$ cat config.mk
export PLATFORM = sky130hd
export DESIGN_NAME = bwsd_top
export DESIGN_NICKNAME = d
export VERILOG_FILES = /design/src/design/bwsd_pkg.sv /design/src/design/bwsd_lane_dec.sv /design/src/design/bwsd_top.sv
export SDC_FILE = /design/constraint.sdc
export NUM_CORES = 1
export LEC_CHECK = 0
export ABC_CLOCK_PERIOD_IN_PS = 900
export BUFFER_PORTS_ARGS = -buffer_cell sky130_fd_sc_hd__clkbuf_2
export CAP_MARGIN = 20
export CORE_MARGIN = 2
export CORE_UTILIZATION = 39
export DETAILED_ROUTE_END_ITERATION = 10
export PLACE_DENSITY_LB_ADDON = 0.12
export SYNTH_ARGS = -nofsm -noshare
export SYNTH_HDL_FRONTEND = slang
export SYNTH_SLANG_ARGS = --single-unit
$ cat constraint.sdc
create_clock -name CORE_CLK_IN -period 0.9 [get_ports CORE_CLK_IN]
set_input_delay 0.045 -clock CORE_CLK_IN [delete_from_list [all_inputs] [get_ports CORE_CLK_IN]]
set_output_delay 0.045 -clock CORE_CLK_IN [all_outputs]
set_load 0.02 [all_outputs]
$ cat src/design/bwsd_pkg.sv
package bwsd_pkg;

  // Transfer size code as carried on the bus
  typedef enum logic [1:0] {
    BWSD_SIZE_LONG = 2'h0,
    BWSD_SIZE_BYTE = 2'h1,
    BWSD_SIZE_WORD = 2'h2,
    BWSD_SIZE_LINE = 2'h3
  } bwsd_size_t;

  // Port width code of the target region; both 1x codes mean a 16-bit port
  typedef enum logic [1:0] {
    BWSD_PORT_32  = 2'h0,
    BWSD_PORT_8   = 2'h1,
    BWSD_PORT_16  = 2'h2,
    BWSD_PORT_16B = 2'h3
  } bwsd_port_t;

  // Function of one shared pin, two bits per pin
  typedef enum logic [1:0] {
    BWSD_FN_STROBE = 2'h0,
    BWSD_FN_ADDR   = 2'h1,
    BWSD_FN_CS     = 2'h2,
    BWSD_FN_RSVD   = 2'h3
  } bwsd_fn_t;

  localparam int unsigned BWSD_NUM_PINS = 4;
  localparam int unsigned BWSD_FN_W     = 2;
  localparam int unsigned BWSD_PFS_W    = BWSD_NUM_PINS * BWSD_FN_W;
  // Every pin a write strobe after reset
  localparam logic [7:0]  BWSD_PFS_RESET = 8'h00;
  // Lowest upper address bit and lowest upper chip select on the shared pins
  localparam int unsigned BWSD_ADDR_BASE = 24;
  localparam int unsigned BWSD_CS_BASE   = 4;

  // Lane enable masks, bit i is strobe i (strobe 0 carries the top data byte)
  localparam logic [3:0] BWSD_LANE_NONE = 4'h0;
  localparam logic [3:0] BWSD_LANE_0    = 4'h1;
  localparam logic [3:0] BWSD_LANE_1    = 4'h2;
  localparam logic [3:0] BWSD_LANE_01   = 4'h3;
  localparam logic [3:0] BWSD_LANE_23   = 4'hc;
  localparam logic [3:0] BWSD_LANE_ALL  = 4'hf;

  typedef struct packed {
    logic       valid;
    logic       write;
    bwsd_size_t size;
    logic [1:0] addr_lo;
    bwsd_port_t port;
    logic       burst;
  } bwsd_xfer_t;

endpackage : bwsd_pkg

$ cat src/design/bwsd_lane_dec.sv
`timescale 1ns/1ps
`default_nettype none
module bwsd_lane_dec
  import bwsd_pkg::*;
(
  // Transfer attributes
  input  wire bwsd_xfer_t xfer_in,
  // Active-high lane enables
  output logic [3:0]      lane_en_out
);

  // Burst capability never changes the lane pattern; it is carried for completeness
  always_comb begin
    lane_en_out = BWSD_LANE_NONE;
    case (xfer_in.port)
      BWSD_PORT_8: begin
        lane_en_out = BWSD_LANE_0;
      end
      BWSD_PORT_16, BWSD_PORT_16B: begin
        if (xfer_in.size == BWSD_SIZE_BYTE) begin
          lane_en_out = xfer_in.addr_lo[0] ? BWSD_LANE_1 : BWSD_LANE_0;
        end else begin
          lane_en_out = BWSD_LANE_01;
        end
      end
      BWSD_PORT_32: begin
        case (xfer_in.size)
          BWSD_SIZE_BYTE: lane_en_out = 4'(BWSD_LANE_0 << xfer_in.addr_lo);
          BWSD_SIZE_WORD: lane_en_out = xfer_in.addr_lo[1] ? BWSD_LANE_23 : BWSD_LANE_01;
          default:        lane_en_out = BWSD_LANE_ALL;
        endcase
      end
      default: lane_en_out = BWSD_LANE_NONE;
    endcase
  end

endmodule : bwsd_lane_dec
`default_nettype wire

$ cat src/design/bwsd_top.sv
`timescale 1ns/1ps
`default_nettype none
module bwsd_top
  import bwsd_pkg::*;
(
  // Clock and reset
  input  wire logic       CORE_CLK_IN,
  input  wire logic       RST_N_IN,
  // Pin function setup
  input  wire logic       PIN_FUNC_LOAD_IN,
  input  wire logic [7:0] PIN_FUNC_DATA_IN,
  output logic      [7:0] PIN_FUNC_OUT,
  // Current transfer
  input  wire logic       XFER_VALID_IN,
  input  wire logic       XFER_WRITE_IN,
  input  wire logic [1:0] XFER_SIZE_IN,
  input  wire logic [1:0] XFER_ADDR_LO_IN,
  input  wire logic [1:0] XFER_PORT_IN,
  input  wire logic       XFER_BURST_IN,
  // Sources for the other pin functions
  input  wire logic [3:0] UPPER_ADDR_IN,
  input  wire logic [3:0] UPPER_CS_N_IN,
  // Shared pins
  output logic      [3:0] SHARED_PIN_OUT
);

  logic [7:0] pin_function_select_reg_r;
  bwsd_xfer_t xfer;
  logic [3:0] lane_en;
  logic [3:0] strobe_n;
  logic       wr_active;

  always_ff @(posedge CORE_CLK_IN or negedge RST_N_IN) begin
    if (!RST_N_IN) begin
      pin_function_select_reg_r <= BWSD_PFS_RESET;
    end else if (PIN_FUNC_LOAD_IN) begin
      pin_function_select_reg_r <= PIN_FUNC_DATA_IN;
    end
  end

  assign PIN_FUNC_OUT = pin_function_select_reg_r;

  always_comb begin
    xfer.valid   = XFER_VALID_IN;
    xfer.write   = XFER_WRITE_IN;
    xfer.size    = bwsd_size_t'(XFER_SIZE_IN);
    xfer.addr_lo = XFER_ADDR_LO_IN;
    xfer.port    = bwsd_port_t'(XFER_PORT_IN);
    xfer.burst   = XFER_BURST_IN;
  end

  bwsd_lane_dec u_lane_dec (
    .xfer_in     (xfer),
    .lane_en_out (lane_en)
  );

  // Kept combinational so the strobes line up with the address in the same cycle
  assign wr_active = xfer.valid && xfer.write;
  assign strobe_n  = wr_active ? ~lane_en : BWSD_LANE_ALL;

  // Pin i carries strobe i, so strobe 0 lands on the pin that qualifies D31-D24
  always_comb begin
    for (int i = 0; i < BWSD_NUM_PINS; i++) begin
      case (bwsd_fn_t'(pin_function_select_reg_r[i*BWSD_FN_W +: BWSD_FN_W]))
        BWSD_FN_STROBE: SHARED_PIN_OUT[i] = strobe_n[i];
        BWSD_FN_ADDR:   SHARED_PIN_OUT[i] = UPPER_ADDR_IN[i];
        BWSD_FN_CS:     SHARED_PIN_OUT[i] = UPPER_CS_N_IN[i];
        // Reserved code parks the pin inactive rather than leaving a stray strobe
        default:        SHARED_PIN_OUT[i] = 1'b1;
      endcase
    end
  end

  // Helper terms for the checks below
  logic       all_strobe;
  logic [3:0] exp_lane;
  assign all_strobe = (pin_function_select_reg_r == BWSD_PFS_RESET);

  always_comb begin
    exp_lane = BWSD_LANE_NONE;
    if (XFER_PORT_IN == 2'h1) begin
      exp_lane = 4'h1;
    end else if (XFER_PORT_IN[1]) begin
      exp_lane = (XFER_SIZE_IN != 2'h1) ? 4'h3 : (XFER_ADDR_LO_IN[0] ? 4'h2 : 4'h1);
    end else if (XFER_SIZE_IN == 2'h1) begin
      exp_lane = 4'(4'h1 << XFER_ADDR_LO_IN);
    end else if (XFER_SIZE_IN == 2'h2) begin
      exp_lane = XFER_ADDR_LO_IN[1] ? 4'hc : 4'h3;
    end else begin
      exp_lane = 4'hf;
    end
  end

  chk_reset_strobe_fn: assert property (
    @(posedge CORE_CLK_IN)
    $rose(RST_N_IN) |-> (pin_function_select_reg_r == 8'h00)
  ) else $error("pin functions not all strobe after reset");

  chk_func_load_takes: assert property (
    @(posedge CORE_CLK_IN) disable iff (!RST_N_IN)
    PIN_FUNC_LOAD_IN |=> (PIN_FUNC_OUT == $past(PIN_FUNC_DATA_IN))
  ) else $error("pin function load not taken");

  chk_idle_negated: assert property (
    @(posedge CORE_CLK_IN) disable iff (!RST_N_IN)
    (all_strobe && !(XFER_VALID_IN && XFER_WRITE_IN)) |-> (SHARED_PIN_OUT == 4'hf)
  ) else $error("strobe asserted outside a write");

  chk_lane_decode: assert property (
    @(posedge CORE_CLK_IN) disable iff (!RST_N_IN)
    (all_strobe && XFER_VALID_IN && XFER_WRITE_IN) |-> (SHARED_PIN_OUT == ~exp_lane)
  ) else $error("strobe pattern wrong for transfer");

  chk_port8_lane0: assert property (
    @(posedge CORE_CLK_IN) disable iff (!RST_N_IN)
    (all_strobe && XFER_VALID_IN && XFER_WRITE_IN && XFER_PORT_IN == 2'h1)
      |-> (SHARED_PIN_OUT == 4'he)
  ) else $error("8-bit port strobe wrong");

  chk_port16_pair: assert property (
    @(posedge CORE_CLK_IN) disable iff (!RST_N_IN)
    (all_strobe && XFER_VALID_IN && XFER_WRITE_IN && XFER_PORT_IN[1])
      |-> (SHARED_PIN_OUT[3:2] == 2'h3 && SHARED_PIN_OUT[1:0] != 2'h3)
  ) else $error("16-bit port used upper strobes");

  chk_port32_byte: assert property (
    @(posedge CORE_CLK_IN) disable iff (!RST_N_IN)
    (all_strobe && XFER_VALID_IN && XFER_WRITE_IN && XFER_PORT_IN == 2'h0
      && XFER_SIZE_IN == 2'h1) |-> !SHARED_PIN_OUT[XFER_ADDR_LO_IN]
  ) else $error("32-bit byte strobe on wrong lane");

  chk_port32_full: assert property (
    @(posedge CORE_CLK_IN) disable iff (!RST_N_IN)
    (all_strobe && XFER_VALID_IN && XFER_WRITE_IN && XFER_PORT_IN == 2'h0
      && (XFER_SIZE_IN == 2'h0 || XFER_SIZE_IN == 2'h3)) |-> (SHARED_PIN_OUT == 4'h0)
  ) else $error("32-bit longword or line missing strobes");

  chk_other_fn_route: assert property (
    @(posedge CORE_CLK_IN) disable iff (!RST_N_IN)
    (pin_function_select_reg_r[1:0] == 2'h1 |-> SHARED_PIN_OUT[0] == UPPER_ADDR_IN[0])
    and (pin_function_select_reg_r[3:2] == 2'h2 |-> SHARED_PIN_OUT[1] == UPPER_CS_N_IN[1])
  ) else $error("address or chip select routing wrong");

  cov_word32_high: cover property (
    @(posedge CORE_CLK_IN) disable iff (!RST_N_IN)
    all_strobe && XFER_VALID_IN && XFER_WRITE_IN && XFER_PORT_IN == 2'h0
      && XFER_SIZE_IN == 2'h2 && XFER_ADDR_LO_IN[1]
  );

  cov_byte16_odd: cover property (
    @(posedge CORE_CLK_IN) disable iff (!RST_N_IN)
    all_strobe && XFER_VALID_IN && XFER_WRITE_IN && XFER_PORT_IN[1]
      && XFER_SIZE_IN == 2'h1 && XFER_ADDR_LO_IN[0]
  );

  cov_reprogram: cover property (
    @(posedge CORE_CLK_IN) disable iff (!RST_N_IN)
    PIN_FUNC_LOAD_IN ##1 (pin_function_select_reg_r != 8'h00)
  );

endmodule : bwsd_top
`default_nettype wire

==> impl_metrics.yaml, run 1 <==
run_status:
  status: "finished with violations"
  violations: "setup timing"
routing:
  antenna_left: 0
  wl_per_cell_microns: 11.9
  drt_iter0_markers: 13
  vias_per_cell: 4.88
  drc: 0
  wl_microns: 1490
  drt_first_pass_iters: 4
  vias: 610
synthesis:
  ys_seq_elements: 8
  synth_fp_nets: 87
  avgSynthCellArea_sq_um: 10.1
  synth_top_area_share_pct: 35.4
  synthArstFlopShare_pct: 100
  synth_edf_count: 0
  yosysWarnings: 0
  synth_area_leader_cell: "dfrtp_1"
  ys_top_cells_by_area: "dfrtp_1, mux2_2, ha_1"
  synth_common_cells: "dfrtp_1, mux2_2, nor3_1, nor3b_1"
  yosysSeqAreaShare_pct: 35.4
  synth_cells: 56
  synth_area_sq_um: 566
  synth_top_flop_cell: "dfrtp_1"
  ys_types: 26
pwr:
  total_power_mw: 1.27
  p_leak_nw: 0.493
  ir_drop_uv: 959
  p_per_area_nw_per_um2: 1250
clocking:
  worst_skew_pair.late_latency_ns: 0.25
  clk_pin_slew_ns: 0.06
  cts_buffers: 3
  clk_path_buf_depth: 2
  cts.sinks: 8
  cts_tree: "yes"
  htreeDepth: 1
  cts_root_buf: "clkbuf_4"
floorplan:
  fp.dieArea_sq_um: 1770
  die_h_microns: 42.1
  die_x_microns: 42.1
  core_sq_um: 1330
  fp-row-count: 13
  ios: 40
  start_util_pct: 42.4
placed_design:
  routabilityCongestion: 0.721
  placed_cells: 115
  dpl_cell_area_sq_um: 838
  port_buffers: 38
  dp_slack_ns: -0.284
  hpwl_microns: 1090
worst_setup_path:
  r2r_slack_ns: -0.23
  worstPathRequired_ns: 0.85
  cp-start-kind: "register"
  r2r_cells: 4
  r2r_start: "PIN_FUNC_OUT[2]"
  crit_start: "PIN_FUNC_OUT[5]"
  r2r-end: "PIN_FUNC_OUT[2]"
  setup.worst_path.class: "reg2out"
  critPathCaptureType: "output pin"
  crit_arrival_ns: 1.23
  path_max_fanout: 5
  cp-endpoint: "SHARED_PIN_OUT[2]"
sta:
  setup_ws_ns: -0.378
  fin_hold_ws_ns: 0.0211
  slew_headroom_pct: 79.9
  fin_skew_ns: 0
  setup_tns_ns: -2.61
  finalHoldViolCount: 0
  rsz0062_at_grt: "yes"
  tightest_slew_ns: 0.301
  slew_viol_final: 0
  setup_violations: 16
  period_minus_slack_ns: 1.28
  post-route-period-util_pct: 142
  max_freq_mhz: 783
finish:
  final-seq-area_sq_um: 206
  layoutNonFillerInstCount: 125
  syn_to_final_growth_pct: 80.1
  multiInputGateArea_sq_um: 379
  fin_area_sq_um: 1020
  final_layout_size_suffix_gt1_share_pct: 72.7
  largest_reg_flops: 8
  fin_util_pct: 76.4
  n_fill_cell: 103
  num-nets-final: 143
  antenna_cells: 0
min_path:
  min-delay-start: "PIN_FUNC_DATA_IN[5]"
  hold_path.class: "in2reg"
global_routing:
  grt_pass1_wl_microns: 2320
  grt_usage_pct: 16.9
  grt_start_max_net_pins: 9
  antenna_found_initial: 0
  grt_overflow_total: 0
  grt_pass1_vias: 572
flow_run:
  timing.max_cap.violations: 0
==> logic make-up (layout without fill, tap and decap cells) <==
kind of cell,after synthesis,after routing,synth area share (%)
and+or+nand+nor,20,20,22.8
AOI/OAI and AO/OA,12,12,14.6
muxes,9,9,17.7
DFF,8,8,35.4
buffers and inverters,4,58,2.88
adders and majority gates,3,3,6.64
==> metal layers <==
layer | GRT usage [%] | vias to the layer above | wire (microns)
met5 | 0 | - | 0
met4 | 3.75 | 0 | 0
met3 | 6.03 | 0 | 109
met2 | 28.4 | 22 | 736
met1 | 20.9 | 276 | 645
li1 | - | 312 | -
==> cells in the final DEF, fill, tap and decap left out, types with 2 or more instances in the layout <==
master and instances:
clkbuf_4 3, clkbuf_8 2, dfrtp_1 3, inv_1 3
nor3_1 2, clkbuf_2 28, buf_6 10, o21ai_1 3
nor2_1 2, a21o_1 2, nor3b_1 3, buf_4 10
dfrtp_2 5, mux2_2 8, ha_1 3, nor3_2 2
==> worst min path at each step <==
stage	slack [ns]	end	depth (start not counted)
finish	0.02	PIN_FUNC_OUT[5]	2
global route	0.01	PIN_FUNC_OUT[3]	2
CTS	0.02	PIN_FUNC_OUT[5]	2
detailed placement	-0.10	PIN_FUNC_OUT[3]	1
global placement	-0.10	PIN_FUNC_OUT[6]	1
floorplan	-0.25	PIN_FUNC_OUT[0]	0
==> power breakdown <==
| part | internal (mW) | switching, mW | leakage [nW] | total (mW) |
|---|---|---|---|---|
| registers | 0.401 | 0.0505 | 0.0885 | 0.451 |
| logic | 0.309 | 0.233 | 0.391 | 0.542 |
| clock network | 0.153 | 0.123 | 0.0138 | 0.276 |
| total | 0.862 | 0.407 | 0.493 | 1.27 |
==> cell type report <==
class	instances	area share [%]
tap	15	1.84
inverter	3	1.11
multi-input combinational	44	37.2
sequential	8	20.3
timing repair buffer	52	37.3
clock buffer	3	2.21
==> worst max-delay path: stages (launching register included) <==
cell and delay, ns:
dfrtp_1 0.42, nor3b_1 0.32, a211oi_2 0.08, buf_4 0.17
==> what timing repair did <==
| item | CTS | global route |
|---|---|---|
| hold endpoints to repair | 8 | 0 |
| hold buffers | 1 | 0 |
| setup buffers | 5 | 1 |
| pin swaps | 2 | 0 |
| endpoints found under the setup margin | 12 | 18 |
| resized for setup | 12 | 23 |
No activity file was read; power rests on OpenSTA's default activity.
==> run 2: changes to the inputs <==
PLACE_DENSITY = 0.86   (was unset)
PLACE_DENSITY_LB_ADDON = unset   (was 0.12)
==> impl_metrics.yaml, run 2 (synthesis gave the netlist of run 1 again) <==
sta:
  max_freq_mhz: 744
  tightest_slew_ns: 0.265
  slew_headroom_pct: 82.3
  period_minus_slack_ns: 1.34
  post-route-period-util_pct: 149
  rsz0062_at_grt: "yes"
  setup_ws_ns: -0.444
  slew_viol_final: 0
  fin_hold_ws_ns: 0.0189
  setup_violations: 16
  finalHoldViolCount: 0
  fin_skew_ns: 0
worst_setup_path:
  cp-start-kind: "register"
  crit_arrival_ns: 1.30
  critPathCaptureType: "output pin"
  setup.worst_path.class: "reg2out"
  worstPathRequired_ns: 0.85
  crit_chain: "mux2i_1 > o21ai_1 > a21o_1 > buf_6"
  crit_slowest_cell: "dfrtp_2"
  slowest_delay_ns: 0.40
  path_max_fanout: 4
global_routing:
  grt_start_max_net_pins: 9
  grt_usage_pct: 23.0
  grt_pass1_vias: 733
  grt_pass1_wl_microns: 3160
  antenna_found_initial: 0
  grt_overflow_total: 0
routing:
  drc: 0
  wl_per_cell_microns: 18.4
  drt_iter0_markers: 22
  wl_microns: 2280
  vias_per_cell: 5.63
  antenna_left: 0
  drt_first_pass_iters: 4
  vias: 698
pwr:
  p_per_area_nw_per_um2: 1290
  ir_drop_uv: 1150
  p_leak_nw: 0.510
clocking:
  cts_tree: "yes"
  htreeDepth: 1
  cts_buffers: 3
  clk_path_buf_depth: 2
  cts_root_buf: "clkbuf_4"
  cts.sinks: 8
  clk_pin_slew_ns: 0.08
  worst_skew_pair.late_latency_ns: 0.25
floorplan:
  fp-row-count: 13
  ios: 40
  core_sq_um: 1330
  die_h_microns: 42.1
  die_x_microns: 42.1
  fp.dieArea_sq_um: 1770
  start_util_pct: 42.4
run_status:
  violations: "setup timing"
  status: "finished with violations"
finish:
  layout_common_cells: "clkbuf_2, buf_6, dfrtp_2"
  mostFrequentLayoutCell: "clkbuf_2"
  final_layout_size_suffix_gt1_share_pct: 76.1
  syn_to_final_growth_pct: 89.2
  antenna_cells: 0
  largest_reg_flops: 8
  num-nets-final: 142
placed_design:
  hpwl_microns: 1250
  dp_slack_ns: -0.297
  routabilityCongestion: 0.785
  port_buffers: 38
flow_run:
  timing.max_cap.violations: 0
min_path:
  hold_path.class: "in2reg"
## run 2: changes by cell type in the layout (fill, tap and decap cells not counted), moves of 2 or more
cell      change
dfrtp_1       -2
mux2_4        +2
dfrtp_2       +2
buf_4         -4
buf_8         +4
mux2_2        -2
clkbuf_2      -2
nor3b_2       +2
nor3b_1       -2
## run 2: layout make-up
class,instances,area (sq um)
sequential,8,209
multi-input combinational,44,397
inverter,3,11.3
timing repair buffer,51,412
tap,15,18.8
fill,77,264
clock buffer,3,22.5
## run 2: path summary, 6_finish.rpt
path	cells after the start	from	endpoint	slack, ns
hold / removal	2	PIN_FUNC_DATA_IN[6]	PIN_FUNC_OUT[6]	0.02
min in group asynchronous	2	RST_N_IN	PIN_FUNC_OUT[2]	0.16
hold reg to reg	1	PIN_FUNC_OUT[5]	PIN_FUNC_OUT[5]	0.59
max in group asynchronous	2	RST_N_IN	PIN_FUNC_OUT[0]	0.51
setup / recovery	4	PIN_FUNC_OUT[2]	SHARED_PIN_OUT[1]	-0.44
setup reg to reg	4	PIN_FUNC_OUT[2]	PIN_FUNC_OUT[2]	-0.25
## run 2: worst max-delay path, delay by kind of cell, from the launching register on
kind                   cells  cell delay (ns)
AOI/OAI and AO/OA          2             0.28
DFF                        1             0.40
buffers and inverters      1             0.13
muxes                      1             0.22
## run 2: stage by stage
step	cells	setup TNS (ns)	cell area [sq um]	util, %	power [mW]
after floorplan	56	-0.352	582	-	0.666
after global placement	116	-0.932	846	63.4	0.850
after detailed placement	116	-1.13	846	63.4	0.867
after CTS	123	-2.51	995	74.6	1.24
after global routing	124	-3.46	1070	80.2	1.44
final	124	-3.01	1070	80.2	1.38
## run 2: layer usage
metal | up-vias | part of all wire [%] | track usage [%]
met5 | - | 0 | 0
met4 | 0 | 3.4 | 7.50
met3 | 10 | 5.9 | 3.45
met2 | 48 | 55 | 43.4
met1 | 325 | 36 | 26.1
li1 | 315 | - | -
## run 2: report_power, final
group | leakage (nW) | switching [mW] | internal (mW)
clock network | 0.0138 | 0.154 | 0.154
registers | 0.0865 | 0.0587 | 0.402
logic | 0.410 | 0.268 | 0.348
## run 2: timing repair
| item | in CTS | in global routing |
|---|---|---|
| endpoints found under the hold margin | 8 | 0 |
| setup endpoints to repair | 15 | 18 |
| hold buffers | 1 | 0 |
| resized for setup | 21 | 32 |
| setup buffers | 3 | 5 |
| pin swaps | 2 | 4 |
